==> src/uart_irq_pkg.sv <==
// uart_irq_pkg: register map, field positions, reset values and carrier types for the
// interrupt enable and line-status block of one uart channel.
// assumes the channel fifos, shift registers and baud generator live outside this block.
package uart_irq_pkg;

	////////////////////////////////////////////////////////////////////////////////
	// register addresses (three address lines)
	localparam logic [2:0] A_HOLD = 3'h0;
	localparam logic [2:0] A_MASK = 3'h1;
	localparam logic [2:0] A_ISR = 3'h2;
	localparam logic [2:0] A_LCR = 3'h3;
	localparam logic [2:0] A_MCR = 3'h4;
	localparam logic [2:0] A_LSR = 3'h5;
	localparam logic [2:0] A_MSR = 3'h6;
	localparam logic [2:0] A_SPR = 3'h7;
	localparam logic [2:0] A_RESUME1 = 3'h4;
	localparam logic [2:0] A_RESUME2 = 3'h5;
	localparam logic [2:0] A_PAUSE1 = 3'h6;
	localparam logic [2:0] A_PAUSE2 = 3'h7;
	localparam logic [7:0] LCR_ENH_KEY = 8'hBF;

	////////////////////////////////////////////////////////////////////////////////
	// field positions
	localparam int LCR_DL_EN = 7;
	localparam int LCR_PAR_EN = 3;
	localparam int LCR_STOP = 2;
	localparam int EFR_ENH = 4;
	localparam int FCR_FIFO_EN = 0;
	localparam int FCR_RX_RST = 1;
	localparam int FCR_TX_RST = 2;
	localparam int FCR_DMA = 3;
	localparam int IER_RX = 0;
	localparam int IER_TX = 1;
	localparam int IER_LS = 2;
	localparam int IER_MS = 3;

	////////////////////////////////////////////////////////////////////////////////
	// reset values
	localparam logic [7:0] LCR_RST = 8'h00;
	localparam logic [7:0] IER_RST = 8'h00;
	localparam logic [7:0] REG_RST = 8'h00;
	localparam logic [1:0] TRIG_SEL_RST = 2'h0;

	////////////////////////////////////////////////////////////////////////////////
	// interrupt source codes, highest priority first
	localparam logic [5:0] ISR_LS = 6'h06;
	localparam logic [5:0] ISR_TOUT = 6'h0C;
	localparam logic [5:0] ISR_RECEIVE_READY_EVENT = 6'h04;
	localparam logic [5:0] ISR_TRANSMIT_READY_EVENT = 6'h02;
	localparam logic [5:0] ISR_MS = 6'h00;
	localparam logic [5:0] ISR_NONE = 6'h01;

	////////////////////////////////////////////////////////////////////////////////
	// fifo depth, trigger tables and receive time-out in bit times
	localparam logic [6:0] FIFO_DEPTH = 7'h40;
	localparam logic [6:0] RX_TRIG_0 = 7'h08;
	localparam logic [6:0] RX_TRIG_1 = 7'h10;
	localparam logic [6:0] RX_TRIG_2 = 7'h38;
	localparam logic [6:0] RX_TRIG_3 = 7'h3C;
	localparam logic [6:0] TX_TRIG_0 = 7'h08;
	localparam logic [6:0] TX_TRIG_1 = 7'h10;
	localparam logic [6:0] TX_TRIG_2 = 7'h20;
	localparam logic [6:0] TX_TRIG_3 = 7'h38;
	localparam logic [7:0] TOUT_CHARS = 8'h04;
	localparam logic [7:0] TOUT_EXTRA_BITS = 8'h0C;

	////////////////////////////////////////////////////////////////////////////////
	// carriers
	typedef struct packed {
		logic rd;
		logic wr;
		logic [2:0] addr;
		logic [7:0] wdata;
	} bus_req_t;

	// error bit order: [0] parity, [1] framing, [2] break
	typedef struct packed {
		logic [6:0] level;
		logic [2:0] head_err;
		logic push;
		logic [2:0] push_err;
		logic overrun;
		logic bit_tick;
	} rx_stat_t;

	typedef struct packed {
		logic [6:0] level;
		logic tsr_empty;
	} tx_stat_t;

	typedef struct packed {
		logic [7:0] line_control_reg;
		logic [7:0] dll;
		logic [7:0] baud_divisor_high;
		logic [7:0] fraction_and_sampling_mode;
		logic [7:0] enhanced_feature_control;
		logic [7:0] modem_control_reg;
		logic [7:0] spr;
		logic [7:0] resume1;
		logic [7:0] resume2;
		logic [7:0] pause1;
		logic [7:0] pause2;
		logic [1:0] rx_trig_sel;
		logic [1:0] tx_trig_sel;
		logic dma_mode;
		logic fifo_en;
	} cfg_t;

endpackage : uart_irq_pkg
==> src/uart_irq_ctrl.sv <==
// uart_irq_ctrl: register file, interrupt enables, line status and interrupt source logic
// assumes a synchronous host port (one-cycle rd/wr strobes on clk_sys_i) and fifo status
// from the channel core on the same clock.
`timescale 1ns/1ps
module uart_irq_ctrl (
	input wire logic clk_sys_i,
	input wire logic srst_i,
	input wire uart_irq_pkg::bus_req_t bus_i,
	input wire logic [7:0] rx_data_i,
	input wire uart_irq_pkg::rx_stat_t rx_i,
	input wire uart_irq_pkg::tx_stat_t tx_i,
	input wire logic [7:0] msr_i,
	output logic [7:0] rd_data_o,
	output uart_irq_pkg::cfg_t cfg_o,
	output logic [7:0] ier_o,
	output logic rx_pop_o,
	output logic tx_push_o,
	output logic [7:0] tx_data_o,
	output logic rx_fifo_reset_o,
	output logic tx_fifo_reset_o,
	output logic msr_read_o,
	output logic polled_mode_o,
	output logic int_o
);
	import uart_irq_pkg::*;

	////////////////////////////////////////////////////////////////////////////////
	// state
	cfg_t cfg_r;
	logic [7:0] ier_r;
	logic [7:0] rd_data_r;
	logic rx_pop_r;
	logic tx_push_r;
	logic [7:0] tx_data_r;
	logic rx_rst_r;
	logic tx_rst_r;
	logic msr_rd_r;
	logic polled_r;
	logic int_r;
	logic ovr_r;
	logic [6:0] errcnt_r;
	logic tx_pend_r;
	logic tx_cond_q_r;
	logic [7:0] tout_cnt_r;
	logic tout_r;

	////////////////////////////////////////////////////////////////////////////////
	// address decode
	wire dl_sel = cfg_r.line_control_reg[LCR_DL_EN];
	wire enh_sel = (cfg_r.line_control_reg == LCR_ENH_KEY);
	wire enh_en = cfg_r.enhanced_feature_control[EFR_ENH];
	wire [2:0] a = bus_i.addr;
	wire [7:0] wd = bus_i.wdata;
	wire wr = bus_i.wr;
	wire rd = bus_i.rd;

	wire wr_hold = wr && (a == A_HOLD) && !dl_sel;
	wire wr_dll = wr && (a == A_HOLD) && dl_sel;
	wire wr_dlm = wr && (a == A_MASK) && dl_sel;
	wire wr_ier = wr && (a == A_MASK) && !dl_sel;
	wire wr_fcr = wr && (a == A_ISR) && !dl_sel;
	wire wr_efr = wr && (a == A_ISR) && enh_sel;
	wire wr_dld = wr && (a == A_ISR) && dl_sel && !enh_sel && enh_en;
	wire wr_lcr = wr && (a == A_LCR);
	wire wr_mcr = wr && (a == A_MCR) && !enh_sel;
	wire wr_spr = wr && (a == A_SPR) && !enh_sel;
	wire wr_res1 = wr && (a == A_RESUME1) && enh_sel;
	wire wr_res2 = wr && (a == A_RESUME2) && enh_sel;
	wire wr_pau1 = wr && (a == A_PAUSE1) && enh_sel;
	wire wr_pau2 = wr && (a == A_PAUSE2) && enh_sel;

	wire rx_nonempty = (rx_i.level != 7'h00);
	wire rd_hold = rd && (a == A_HOLD) && !dl_sel;
	wire pop = rd_hold && rx_nonempty;
	wire rd_isr = rd && (a == A_ISR) && !dl_sel;
	wire rd_lsr = rd && (a == A_LSR) && !enh_sel;
	wire rd_msr = rd && (a == A_MSR) && !enh_sel;

	////////////////////////////////////////////////////////////////////////////////
	// write data with enhanced-only bits held while enhanced mode is off
	wire [7:0] ier_nxt = enh_en ? wd : {ier_r[7:4], wd[3:0]};
	wire [7:0] mcr_nxt = enh_en ? wd : {cfg_r.modem_control_reg[7:5], wd[4:0]};
	wire [1:0] tx_trig_sel_nxt = enh_en ? wd[5:4] : cfg_r.tx_trig_sel;
	wire fcr_take = wr_fcr && wd[FCR_FIFO_EN];
	wire ier_tx_rise = wr_ier && ier_nxt[IER_TX] && !ier_r[IER_TX];

	////////////////////////////////////////////////////////////////////////////////
	// line status
	wire fifo_en = cfg_r.fifo_en;
	wire [2:0] head_err = rx_nonempty ? rx_i.head_err : 3'h0;
	wire gerr = (errcnt_r != 7'h00);
	wire thr_empty = (tx_i.level == 7'h00);
	wire tx_all_empty = thr_empty && tx_i.tsr_empty;
	wire [7:0] lsr_w = {gerr, tx_all_empty, thr_empty, head_err, ovr_r, rx_nonempty};

	wire push_bad = rx_i.push && (rx_i.push_err != 3'h0);
	wire pop_bad = pop && (rx_i.head_err != 3'h0);
	wire [6:0] errcnt_nxt = errcnt_r + {6'h00, push_bad} - {6'h00, pop_bad};

	////////////////////////////////////////////////////////////////////////////////
	// trigger levels
	logic [6:0] rx_trig;
	logic [6:0] tx_trig;
	always_comb begin
		case (cfg_r.rx_trig_sel)
			2'h0: rx_trig = RX_TRIG_0;
			2'h1: rx_trig = RX_TRIG_1;
			2'h2: rx_trig = RX_TRIG_2;
			default: rx_trig = RX_TRIG_3;
		endcase
		case (cfg_r.tx_trig_sel)
			2'h0: tx_trig = TX_TRIG_0;
			2'h1: tx_trig = TX_TRIG_1;
			2'h2: tx_trig = TX_TRIG_2;
			default: tx_trig = TX_TRIG_3;
		endcase
	end

	wire [6:0] tx_space = FIFO_DEPTH - tx_i.level;
	wire tx_cond = fifo_en ? ((tx_space > tx_trig) || thr_empty) : thr_empty;
	wire tx_set = (tx_cond && !tx_cond_q_r) || (ier_tx_rise && tx_cond);

	////////////////////////////////////////////////////////////////////////////////
	// receive time-out: 4 characters plus 12 bits, counted in bit ticks
	wire [3:0] char_bits = 4'h7 + {2'h0, cfg_r.line_control_reg[1:0]} + {3'h0, cfg_r.line_control_reg[LCR_PAR_EN]}
		+ {3'h0, cfg_r.line_control_reg[LCR_STOP]};
	wire [7:0] tout_limit = 8'(TOUT_CHARS * {4'h0, char_bits}) + TOUT_EXTRA_BITS;
	wire tout_restart = rx_i.push || pop || !rx_nonempty;
	wire tout_set = fifo_en && !tout_restart && rx_i.bit_tick
		&& (tout_cnt_r == tout_limit - 8'h01);

	////////////////////////////////////////////////////////////////////////////////
	// enabled sources and priority
	wire ls_irq = ier_r[IER_LS] && (lsr_w[1] || (lsr_w[4:2] != 3'h0) || lsr_w[7]);
	wire tout_irq = ier_r[IER_RX] && tout_r && fifo_en;
	wire rx_irq = ier_r[IER_RX] && (fifo_en ? (rx_i.level >= rx_trig) : rx_nonempty);
	wire tx_irq = ier_r[IER_TX] && tx_pend_r;
	wire ms_irq = ier_r[IER_MS] && (msr_i[3:0] != 4'h0);
	wire any_irq = ls_irq || tout_irq || rx_irq || tx_irq || ms_irq;

	logic [5:0] isr_code;
	always_comb begin
		if (ls_irq) begin
			isr_code = ISR_LS;
		end else if (tout_irq) begin
			isr_code = ISR_TOUT;
		end else if (rx_irq) begin
			isr_code = ISR_RECEIVE_READY_EVENT;
		end else if (tx_irq) begin
			isr_code = ISR_TRANSMIT_READY_EVENT;
		end else if (ms_irq) begin
			isr_code = ISR_MS;
		end else begin
			isr_code = ISR_NONE;
		end
	end
	wire [7:0] isr_w = {fifo_en, fifo_en, isr_code};
	wire tx_clr = (rd_isr && (isr_code == ISR_TRANSMIT_READY_EVENT)) || wr_hold;

	////////////////////////////////////////////////////////////////////////////////
	// read mux
	logic [7:0] rd_mux;
	always_comb begin
		case (a)
			A_HOLD: rd_mux = dl_sel ? cfg_r.dll : rx_data_i;
			A_MASK: rd_mux = dl_sel ? cfg_r.baud_divisor_high : ier_r;
			A_ISR: rd_mux = enh_sel ? cfg_r.enhanced_feature_control : (dl_sel ? cfg_r.fraction_and_sampling_mode : isr_w);
			A_LCR: rd_mux = cfg_r.line_control_reg;
			A_MCR: rd_mux = enh_sel ? cfg_r.resume1 : cfg_r.modem_control_reg;
			A_LSR: rd_mux = enh_sel ? cfg_r.resume2 : lsr_w;
			A_MSR: rd_mux = enh_sel ? cfg_r.pause1 : msr_i;
			default: rd_mux = enh_sel ? cfg_r.pause2 : cfg_r.spr;
		endcase
	end

	////////////////////////////////////////////////////////////////////////////////
	// configuration registers
	always_ff @(posedge clk_sys_i) begin
		if (srst_i) begin
			cfg_r <= '0;
			cfg_r.line_control_reg <= LCR_RST;
			cfg_r.rx_trig_sel <= TRIG_SEL_RST;
			cfg_r.tx_trig_sel <= TRIG_SEL_RST;
			ier_r <= IER_RST;
		end else begin
			if (wr_lcr) cfg_r.line_control_reg <= wd;
			if (wr_dll) cfg_r.dll <= wd;
			if (wr_dlm) cfg_r.baud_divisor_high <= wd;
			if (wr_dld) cfg_r.fraction_and_sampling_mode <= wd;
			if (wr_efr) cfg_r.enhanced_feature_control <= wd;
			if (wr_mcr) cfg_r.modem_control_reg <= mcr_nxt;
			if (wr_spr) cfg_r.spr <= wd;
			if (wr_res1) cfg_r.resume1 <= wd;
			if (wr_res2) cfg_r.resume2 <= wd;
			if (wr_pau1) cfg_r.pause1 <= wd;
			if (wr_pau2) cfg_r.pause2 <= wd;
			if (wr_fcr) cfg_r.fifo_en <= wd[FCR_FIFO_EN];
			if (fcr_take) begin
				cfg_r.rx_trig_sel <= wd[7:6];
				cfg_r.tx_trig_sel <= tx_trig_sel_nxt;
				cfg_r.dma_mode <= wd[FCR_DMA];
			end
			if (wr_ier) ier_r <= ier_nxt;
		end
	end

	////////////////////////////////////////////////////////////////////////////////
	// host-side strobes and read data
	always_ff @(posedge clk_sys_i) begin
		if (srst_i) begin
			rd_data_r <= REG_RST;
			rx_pop_r <= 1'b0;
			tx_push_r <= 1'b0;
			tx_data_r <= REG_RST;
			rx_rst_r <= 1'b0;
			tx_rst_r <= 1'b0;
			msr_rd_r <= 1'b0;
		end else begin
			if (rd) rd_data_r <= rd_mux;
			rx_pop_r <= pop;
			tx_push_r <= wr_hold;
			if (wr_hold) tx_data_r <= wd;
			rx_rst_r <= fcr_take && wd[FCR_RX_RST];
			tx_rst_r <= fcr_take && wd[FCR_TX_RST];
			msr_rd_r <= rd_msr;
		end
	end

	////////////////////////////////////////////////////////////////////////////////
	// status flags: set wins over clear, except the error count, which a receive fifo reset clears
	always_ff @(posedge clk_sys_i) begin
		if (srst_i) begin
			ovr_r <= 1'b0;
			errcnt_r <= 7'h00;
			tx_pend_r <= 1'b0;
			tx_cond_q_r <= 1'b0;
		end else begin
			ovr_r <= rx_i.overrun || (ovr_r && !rd_lsr);
			errcnt_r <= rx_rst_r ? 7'h00 : errcnt_nxt;
			tx_pend_r <= tx_set || (tx_pend_r && !tx_clr);
			tx_cond_q_r <= tx_cond;
		end
	end

	always_ff @(posedge clk_sys_i) begin
		if (srst_i) begin
			tout_cnt_r <= 8'h00;
			tout_r <= 1'b0;
		end else begin
			if (tout_restart) begin
				tout_cnt_r <= 8'h00;
			end else if (rx_i.bit_tick && (tout_cnt_r != tout_limit)) begin
				tout_cnt_r <= tout_cnt_r + 8'h01;
			end
			tout_r <= tout_set || (tout_r && !rd_hold);
		end
	end

	////////////////////////////////////////////////////////////////////////////////
	// interrupt and mode outputs
	always_ff @(posedge clk_sys_i) begin
		if (srst_i) begin
			int_r <= 1'b0;
			polled_r <= 1'b0;
		end else begin
			int_r <= any_irq;
			polled_r <= fifo_en && (ier_r[3:0] == 4'h0);
		end
	end

	assign rd_data_o = rd_data_r;
	assign cfg_o = cfg_r;
	assign ier_o = ier_r;
	assign rx_pop_o = rx_pop_r;
	assign tx_push_o = tx_push_r;
	assign tx_data_o = tx_data_r;
	assign rx_fifo_reset_o = rx_rst_r;
	assign tx_fifo_reset_o = tx_rst_r;
	assign msr_read_o = msr_rd_r;
	assign polled_mode_o = polled_r;
	assign int_o = int_r;

endmodule : uart_irq_ctrl

==> config.mk <==
export PLATFORM = sky130hd
export DESIGN_NAME = uart_irq_ctrl
export DESIGN_NICKNAME = d
export VERILOG_FILES = /design/src/uart_irq_pkg.sv /design/src/uart_irq_ctrl.sv
export SDC_FILE = /design/constraint.sdc
export NUM_CORES = 1
export LEC_CHECK = 0
export BUFFER_PORTS_ARGS = -buffer_cell sky130_fd_sc_hd__buf_2
export CAP_MARGIN = 20
export CORE_UTILIZATION = 30
export DETAILED_ROUTE_END_ITERATION = 8
export SLEW_MARGIN = 10
export SYNTH_ARGS = -nofsm -noshare
export SYNTH_HDL_FRONTEND = slang
export SYNTH_SLANG_ARGS = --single-unit
==> constraint.sdc <==
create_clock -name clk_sys_i -period 4.7 [get_ports clk_sys_i]
set_input_delay 0.235 -clock clk_sys_i [delete_from_list [all_inputs] [get_ports clk_sys_i]]
set_output_delay 0.235 -clock clk_sys_i [all_outputs]
set_load 0.03 [all_outputs]
==> results of run 1 <==
[per-layer routing]
metal | wire length [µm] | up-vias
met2 | 11240 | 241
li1 | - | 3295
met5 | 19 | -
met3 | 2074 | 26
met4 | 338 | 4
met1 | 11800 | 3248
[placed cells by master, fill, tap and decap left out, drive strengths merged, types with 4 or more instances in the layout]
cell and count:
inv 31, and2 4, nand2 76, nor2 139, o211ai 6, xor2 6, buf 185, nor3b 6
nand4 11, nand2b 5, nor3 10, a31oi 4, clkinvlp 4, dfxtp 144, or3 10, a311oi 4
nand3b 4, xnor2 9, clkbuf 19, nand3 19, nor2b 15, mux2i 115, or4 4, a21oi 55
a221oi 5, ha 26, o21ai 31, o22ai 5
[cells by family (layout without fill, tap and decap cells)]
kind of cell / count (synthesis) / after routing / share of synthesized area
AOI/OAI and AO/OA: 143 / 143 / 0.1238
xor gates and xnor gates: 15 / 15 / 0.01896
adders and majority gates: 28 / 28 / 0.04986
buffers and inverters: 80 / 244 / 0.04354
DFF: 144 / 144 / 0.3934
muxes: 120 / 120 / 0.1679
other: 0 / 1 / 0
and+or+nand+nor: 321 / 321 / 0.2025
[flip-flops by register name, indices dropped and copies added, names as in the netlist]
name	flops
int_o	1
ier_o	8
rd_data_o	8
polled_mode_o	1
tx_cond_q_r	1
tx_push_o	1
fifo_en	1
rx_pop_o	1
ovr_r	1
rx_fifo_reset_o	1
tx_pend_r	1
tout_cnt_r	8
errcnt_r	7
msr_read_o	1
tx_fifo_reset_o	1
cfg_o	93
tout_r	1
tx_data_o	8
[path summary, 6_finish.rpt]
kind	from	slack, ns	depth (start not counted)	to
max	cfg_o[86]$_SDFFE_PP0P_	1.06	12	tout_cnt_r[4]$_SDFFE_PP0P_
min	rx_i[1]	0.06	3	ovr_r$_SDFF_PP0_
max reg2reg	cfg_o[86]$_SDFFE_PP0P_	1.06	12	tout_cnt_r[4]$_SDFFE_PP0P_
min reg2reg	rd_data_o[4]$_SDFFE_PP0P_	0.48	2	rd_data_o[4]$_SDFFE_PP0P_
[report_power, final]
part	internal (W)	switching (W)	leakage [nW]	total (W)
registers	0.00125	0.0000250	1.16	0.00128
clock network	0.000821	0.000577	0.286	0.00140
logic	0.000157	0.000257	2.72	0.000414
total	0.00223	0.000860	4.17	0.00309
[area by class of cell]
type	instances	area, µm²	share of cell area
Antenna cell	1	2.502	0.0002760
Clock buffer	19	452.9	0.04996
Clock inverter	13	152.6	0.01684
Inverter	27	101.3	0.01118
Multi-Input combinational cell	627	4128	0.4553
Sequential cell	144	2883	0.3180
Tap cell	319	399.1	0.04402
Timing Repair Buffer	185	947.2	0.1045
[critical path, stage by stage (launching register included)]
cell       delay [ns]
dfxtp_1          0.40
inv_1            0.06
ha_1             0.28
inv_1            0.05
ha_1             0.16
inv_1            0.06
fa_1             0.50
ha_1             0.29
or3_1            0.39
a221o_1          0.36
a2111oi_4        0.69
or4_2            0.23
o21ai_1          0.05
[through the flow]
step | util | std cells | worst slack (ns) | power [W] | area [µm²]
2_1_floorplan | - | 851 | 1.215 | 0.001585 | 7327
3_3_place_gp | 0.3567 | 1301 | 1.152 | 0.001708 | 8447
3_5_place_dp | 0.3567 | 1301 | 1.052 | 0.001714 | 8447
4_1_cts | 0.3822 | 1333 | 1.049 | 0.003106 | 9052
5_1_grt | 0.3827 | 1334 | 0.8337 | 0.003211 | 9064
6_report | 0.3828 | 1335 | 1.059 | 0.003090 | 9066
==> impl_results.md, run 1 <==
* First-pass GRT wire length at 37.33 mm
* Met1 Usage GRT at 0.2849
* I/O Buffers at 179
* Final Cycle Share at 0.7747
* GRT Max-Usage Layer: met2
* Setup violators final at 0
* Share of the synthesized area in the top cell type at 0.3934
* Die area at 25,050 µm²
* Count of final hold-check violations at 0
* Final wirelength at 25.47 mm
* Num CTS Buffers at 17
* Antenna violations before repair at 3
* Status: finished clean
* Fillers at 2,510
* Share of post-route cells with drive strength above 1 at 0.2315
* Worst Path Arrival at 3.96 ns
* I/O pin total at 180
* Vias in the first global route at 6,071
* Clock latency on the worst-skew pair at 0.43 ns
* Post-Syn Nets at 934
* Met3 usage at 0.05607
* Count leader, synth: dfxtp_1
* Synth area leader: dfxtp_1
* # DRC at 0
* Register clock-pin slew on the reported worst setup and hold paths at 0.07 ns
* DR vias/cell at 5.104
* Gr ovfl total at 0
* Final GP Congestion at 0.8329
* Pwr/cell area at 340.8 nW/µm²
* Seq cells post-synth at 144
* Cell variety after synth at 68
* Req. time, crit path at 5.02 ns
* Row count at 56
* Clock Skew at 0.009698 ns
* Peak Freq at 274.6 MHz
* Post-cts sizing count at 0
* Unrepaired setup endpoints after global routing: no
* Max Cap Viol at 0
* Die height at 158.3 µm
* Rel. slew slack at 0.2958
* Nets at 1,085
* Average wire per standard cell at 19.08 µm
* Worst hold slack at 0.06072 ns
* Startpoint types: flop
* Static leakage at 4.170 nW
* Synth Area per Inst at 8.610 µm²
* Drt pass-1 iters at 5
* CTS root buf: clkbuf_16
* Post-synth EDFFs at 0
* Top cells by area, synth: dfxtp_1 39%, mux2i_1 16%, nor2_1 7.1%
* CTS sink cnt at 144
* YS warnings at 0
* Setup_tns at 0 ns
* Ys flop type: dfxtp_1
* Hpwl dp at 18.47 mm
* Core area at 23,680 µm²
* Setup Buffers After CTS at 0
* Via count at 6,814
* Final ANT Viol Nets at 0
* Width of the die at 158.3 µm
* Initial DRC count at 497
* GRT Overall Usage at 0.2039
* Async set or reset register ratio after synthesis at 0
* Commonest cells in the netlist: 144 x dfxtp_1, 138 x nor2_1, 115 x mux2i_1
* Cells after Synth at 851
* Worst Path Max Fanout at 14
* GR Layer Usage met2 at 0.3076
* Actual slew at the worst max-slew pin at 1.052 ns
* CP Class: reg -> reg
* CTS H-tree lvls at 4
* Min Tclk post-route at 3.641 ns
* Layout Area Growth over Synthesis at 23.74%
* Final slew viol count at 0
* Hold Buf Count CTS at 0
* TritonCTS clock tree: yes
* Critical path endpoint category: flop
* Hold Path Class: in -> reg
* Initial Util at 0.3094
* Mapped cell area at 7327 µm²
* Maximum vdd drop at 242.6 µV
* Clock Tree Buf Depth at 2
* Largest net degree at the start of global routing at 85
* Sequential fraction of the synthesis area at 0.3934
(Power assumes the default switching activity.)
==> run 2, diff against run 1 <==
--- a/config.mk
+++ b/config.mk
@@ -5,6 +5,7 @@
 export SDC_FILE = /design/constraint.sdc
 export NUM_CORES = 1
 export LEC_CHECK = 0
+export ABC_AREA = 1
 export BUFFER_PORTS_ARGS = -buffer_cell sky130_fd_sc_hd__buf_2
 export CAP_MARGIN = 20
 export CORE_UTILIZATION = 30
==> constraint.sdc (replaced) <==
create_clock -name clk_sys_i -period 2.95 [get_ports clk_sys_i]
set_input_delay 0.1475 -clock clk_sys_i [delete_from_list [all_inputs] [get_ports clk_sys_i]]
set_output_delay 0.1475 -clock clk_sys_i [all_outputs]
set_load 0.03 [all_outputs]
==> impl_results.md, run 2 <==
* Status: finished clean
* Sequential fraction of the synthesis area at 0.3931
* Hold Path Class: in -> reg
* Ys flop type: dfxtp_1
* Die height at 158.3 µm
* Pwr/cell area at 554.3 nW/µm²
* Final setup margin at 0.1333 ns
* Die area at 25,070 µm²
* Static leakage at 4.341 nW
* Worst Path Arrival at 3.17 ns
* DR vias/cell at 5.032
* Antenna violations before repair at 0
* Met1 WL at 11.82 mm
* Most frequent cells in the layout: 179 x buf_2, 159 x nand2_1, 146 x a21oi_1
* Max Cap Viol at 0
* Peak Freq at 355.0 MHz
* CTS sink cnt at 144
* Met3 WL at 2.452 mm
* CTS H-tree lvls at 4
* Cell variety after synth at 41
* Register clock-pin slew on the reported worst setup and hold paths at 0.06 ns
* Share of post-route cells with drive strength above 1 at 0.2204
* Layout Area Growth over Synthesis at 26.53%
* Count of final hold-check violations at 0
* CP Class: reg -> reg
* Clock latency on the worst-skew pair at 0.42 ns
* Vias in the first global route at 7,071
* Async set or reset register ratio after synthesis at 0
* TritonCTS clock tree: yes
* Top cells by area, synth: dfxtp_1 39%, a21oi_1 10%, nand2_1 8.2%
* Drt pass-1 iters at 7
* Actual slew at the worst max-slew pin at 0.7565 ns
* Gr ovfl total at 0
* Hpwl dp at 20.59 mm
* Setup violators final at 0
* Average wire per standard cell at 17.97 µm
* Core area at 23,750 µm²
* Row count at 56
* Synth Area per Inst at 7.072 µm²
* Post-Syn Nets at 1,120
* Final slew viol count at 0
* YS warnings at 0
* Top Layer Used: met4
* # DRC at 0
* Min Tclk post-route at 2.817 ns
* Nets at 1,295
* Clock Tree Buf Depth at 2
* CTS root buf: clkbuf_16
* Placed cell count at 1,509
* Final ANT Viol Nets at 0
* Worst Path Max Fanout at 3
* Num CTS Buffers at 17
* Req. time, crit path at 3.30 ns
* GRT Overall Usage at 0.2206
* Met2 Routed Length at 12.89 mm
* Unrepaired setup endpoints after global routing: no
* I/O pin total at 180
* Synth area leader: dfxtp_1
* Layout Cells excl Fill at 1,544
* Fillers at 2,523
* Max reg flops at 93
* Width of the die at 158.3 µm
* First-pass GRT wire length at 40.67 mm
* ANT cells at 0
* Worst slack, placed at -0.09398 ns
* Via count at 7,770
* Post-synth EDFFs at 0
* Initial DRC count at 623
* Rel. slew slack at 0.4957
* Final GP Congestion at 0.9142
* Mapped cell area at 7333 µm²
* Share of the synthesized area in the top cell type at 0.3931
* Critical path endpoint category: flop
* Clock Skew at 0.005624 ns
* Initial Util at 0.3087
* I/O Buffers at 179
* Leading cell type in the layout, fill and taps excluded: buf_2
* Seq cells post-synth at 144
* Cells after Synth at 1,037
* Final wirelength at 27.75 mm
* Commonest cells in the netlist: 161 x nand2_1, 146 x a21oi_1, 144 x dfxtp_1
* Setup_tns at 0 ns
* Largest net degree at the start of global routing at 73
* Maximum vdd drop at 282.1 µV
* Final Cycle Share at 0.9548
* Count leader, synth: nand2_1
* Startpoint types: flop
run 2: cell count changes in the layout (fill, tap and decap cells not counted), moves of 19 or more:
cell,delta
nor2_1,-19
mux2i_1,-115
nand3_1,+31
inv_1,+88
a21oi_1,+91
nand2_1,+84
o21ai_0,+87
run 2: layout make-up:
type / count / area, µm² / area share
Multi-Input combinational cell: 715 / 3797 / 0.4093
Sequential cell: 144 / 2889 / 0.3114
Timing Repair Buffer: 201 / 1064 / 0.1146
Clock buffer: 24 / 503.0 / 0.05421
Inverter: 133 / 501.7 / 0.05407
Tap cell: 319 / 399.1 / 0.04302
Clock inverter: 8 / 125.1 / 0.01348
run 2: what timing repair did:
action	4_1_cts	5_1_grt
hold endpoints to repair	1	0
endpoints found under the setup margin	0	10
hold buffers	1	0
setup buffers	0	2
resized for setup	0	23
run 2: critical path, stage by stage (launching register included):
cell and delay [ns]:
dfxtp_2 0.33, inv_1 0.12, ha_4 0.21, inv_1 0.04, ha_1 0.14, inv_2 0.05, fa_1 0.56, ha_2 0.21
buf_4 0.10, nand2_1 0.06, nand2_2 0.11, xor2_2 0.21, xnor2_1 0.15, o21ai_1 0.10, nor2_1 0.10, nand2_1 0.10
a21oi_1 0.15
run 2: worst paths after layout:
path / startpoint / endpoint / slack [ns] / depth (start not counted)
max: cfg_o[89]$_SDFFE_PP0P_ / tout_r$_SDFF_PP0_ / 0.13 / 16
min: rx_i[0] / tout_cnt_r[3]$_SDFFE_PP0P_ / 0.09 / 3
max reg2reg: cfg_o[89]$_SDFFE_PP0P_ / tout_r$_SDFF_PP0_ / 0.13 / 16
min reg2reg: cfg_o[46]$_SDFFE_PP0P_ / cfg_o[46]$_SDFFE_PP0P_ / 0.47 / 2
run 2: report_power, final:
group	switching, W	leakage [nW]	internal, W
sequential	0.0000429	1.17	0.00201
combinational	0.000520	2.87	0.000278
clock	0.000848	0.306	0.00145
total	0.00141	4.34	0.00373
run 2: metrics by stage:
step	hold slack [ns]	util	total power [W]	area (µm²)
6_report	0.08778	0.3906	0.005144	9279
5_1_grt	0.09082	0.3906	0.005360	9279
4_1_cts	0.07194	0.3870	0.005132	9191
3_5_place_dp	0.3907	0.3601	0.002850	8553
3_3_place_gp	0.3802	0.3601	0.002839	8553
2_1_floorplan	0.2682	-	0.002610	7356
run 2: kinds of logic after synthesis:
kind of cell	share of synthesized area
flip-flops	0.3931
XOR/XNOR	0.01672
buffers and inverters	0.09896
adder cells (fa/ha/maj)	0.04982
AO/OA/AOI/OAI	0.2162
AND/OR/NAND/NOR	0.2252
run 2: metal layers:
layer,GRT usage,vias up
met1,0.2870,3614
met5,0,-
met3,0.05280,35
met4,0.07555,0
li1,-,3787
met2,0.3551,334
==> run 3, diff against run 2 <==
--- a/config.mk
+++ b/config.mk
@@ -10,6 +10,7 @@
 export CAP_MARGIN = 20
 export CORE_UTILIZATION = 30
 export DETAILED_ROUTE_END_ITERATION = 8
+export RECOVER_POWER = 50
 export SLEW_MARGIN = 10
 export SYNTH_ARGS = -nofsm -noshare
 export SYNTH_HDL_FRONTEND = slang
==> impl_results.md, run 3 (synthesis results as in run 2) <==
* Fillers at 2,588
* Worst Path Max Fanout at 3
* Layout Area Growth over Synthesis at 24.33%
* Status: finished clean
* R2R cell count at 16
* Num CTS Buffers at 17
* Count of final hold-check violations at 0
* FF-to-FF setup slack at 0.13 ns
* Initial DRC count at 672
* FF-to-FF End: tout_r$_SDFF_PP0_
* Hold_sp: rx_i[0]
* Static leakage at 3.801 nW
* Final ANT Viol Nets at 0
* Register area at 2889 µm²
* Nets at 1,295
* Hpwl dp at 20.59 mm
* I/O Buffers at 179
* Setup violators final at 0
* ANT cells at 0
* CTS root buf: clkbuf_16
* Critical path endpoint category: flop
* Min Tclk post-route at 2.823 ns
* Maximum vdd drop at 284.5 µV
* Reg2reg start: cfg_o[89]$_SDFFE_PP0P_
* Share of post-route cells with drive strength above 1 at 0.1184
* # DRC at 0
* Final Cycle Share at 0.9570
* Drt pass-1 iters at 5
* Peak Freq at 354.2 MHz
* Hold Crit Endpoint: tout_cnt_r[3]$_SDFFE_PP0P_
* Width of the die at 158.3 µm
* Largest net degree at the start of global routing at 73
* Die area at 25,070 µm²
* Startpoint types: flop
* CTS H-tree lvls at 4
* Die height at 158.3 µm
* Row count at 56
* Via count at 7,769
* Rel. slew slack at 0.1290
* Clock Tree Buf Depth at 2
* Vias in the first global route at 7,071
* Hold Path Class: in -> reg
* GRT Overall Usage at 0.2206
* Multi-input logic area at 3797 µm²
* Clock latency on the worst-skew pair at 0.42 ns
* Unrepaired setup endpoints after global routing: no
* Core area at 23,750 µm²
* Gr ovfl total at 0
* Req. time, crit path at 3.30 ns
* Clock Skew at 0.006577 ns
* Max reg flops at 93
* Antenna violations before repair at 0
* Actual slew at the worst max-slew pin at 1.306 ns
* Final Power at 0.005140 W
* Average wire per standard cell at 17.97 µm
* I/O pin total at 180
* Leading cell type in the layout, fill and taps excluded: nand2_1
* Finished Core Util at 0.3839
* Final GP Congestion at 0.9142
* Final wirelength at 27.75 mm
* TritonCTS clock tree: yes
* Worst Hold Path Cells at 3
* Final slew viol count at 0
* First-pass GRT wire length at 40.67 mm
* Initial Util at 0.3087
* CTS sink cnt at 144
* DR vias/cell at 5.032
* CP Class: reg -> reg
* Register clock-pin slew on the reported worst setup and hold paths at 0.06 ns
* Pwr/cell area at 563.7 nW/µm²
* Worst Path Arrival at 3.17 ns
* Max Cap Viol at 0
* Most frequent cells in the layout: 159 x nand2_1, 146 x a21oi_1, 141 x dfxtp_1
[run 3: cell types whose count changed in the layout (fill, tap and decap cells not counted)]
| cell | before | now |
|---|---|---|
| buf_2 | 179 | 55 |
| buf_4 | 21 | 19 |
| clkbuf_1 | 3 | 128 |
| clkbuf_2 | 0 | 1 |
[run 3: how the worst max path moves through the flow]
stage                                start                         end  slack [ns]  depth (start not counted)
finish              cfg_o[89]$_SDFFE_PP0P_           tout_r$_SDFF_PP0_        0.13                         16
global route        cfg_o[89]$_SDFFE_PP0P_           tout_r$_SDFF_PP0_      0.0002                         16
CTS                 cfg_o[86]$_SDFFE_PP0P_  tout_cnt_r[5]$_SDFFE_PP0P_        0.02                         16
detailed placement                bus_i[9]      errcnt_r[6]$_SDFF_PP0_       -0.09                         21
global placement                  bus_i[9]      errcnt_r[6]$_SDFF_PP0_       -0.03                         21
floorplan           cfg_o[93]$_SDFFE_PP0P_      errcnt_r[6]$_SDFF_PP0_        0.04                         20
[run 3: metal layers]
metal	part of all wire	wire length, µm	GRT usage	vias up
li1	-	-	-	3787
met1	0.43	11880	0.2870	3616
met2	0.46	12870	0.3551	328
met3	0.086	2381	0.05280	38
met4	0.022	615	0.07555	0
met5	0	0	0	-
[run 3: timing repair]
item,4_1_cts,5_1_grt
hold buffers,1,0
resized for setup,0,23
setup buffers,0,2
hold endpoints to repair,1,0
setup endpoints to repair,0,10
[run 3: cell type report]
cell class                 count  share of cell area
timing repair buffer         201             0.09894
inverter                     133             0.05503
tap                          319             0.04378
multi-input combinational    715              0.4165
clock inverter                 8             0.01372
sequential                   144              0.3169
clock buffer                  24             0.05517
[run 3: where the power goes]
part	internal [W]	switching [W]	total [W]
combinational	0.000270	0.000522	0.000792
clock	0.00145	0.000850	0.00230
sequential	0.00201	0.0000436	0.00205
[run 3: worst max-delay path, stage by stage (launching register included)]
cell	delay [ns]
dfxtp_2	0.33
inv_1	0.12
ha_4	0.21
inv_1	0.04
ha_1	0.14
inv_2	0.05
fa_1	0.56
ha_2	0.21
buf_4	0.11
nand2_1	0.06
nand2_2	0.11
xor2_2	0.21
xnor2_1	0.15
o21ai_1	0.10
nor2_1	0.10
nand2_1	0.11
a21oi_1	0.15
[run 3: per-stage QoR]
step / std cells / TNS [ns] / instance area, µm² / hold WS, ns / setup slack (ns)
global route: 1544 / 0 / 9117 / 0.09082 / 0.0001597
detailed placement: 1509 / -0.09398 / 8553 / 0.3907 / -0.09398
CTS: 1542 / 0 / 9191 / 0.07194 / 0.01921
finish: 1544 / 0 / 9117 / 0.08698 / 0.1268
floorplan: 1037 / 0 / 7356 / 0.2682 / 0.04107
global placement: 1509 / -0.02637 / 8553 / 0.3802 / -0.02637
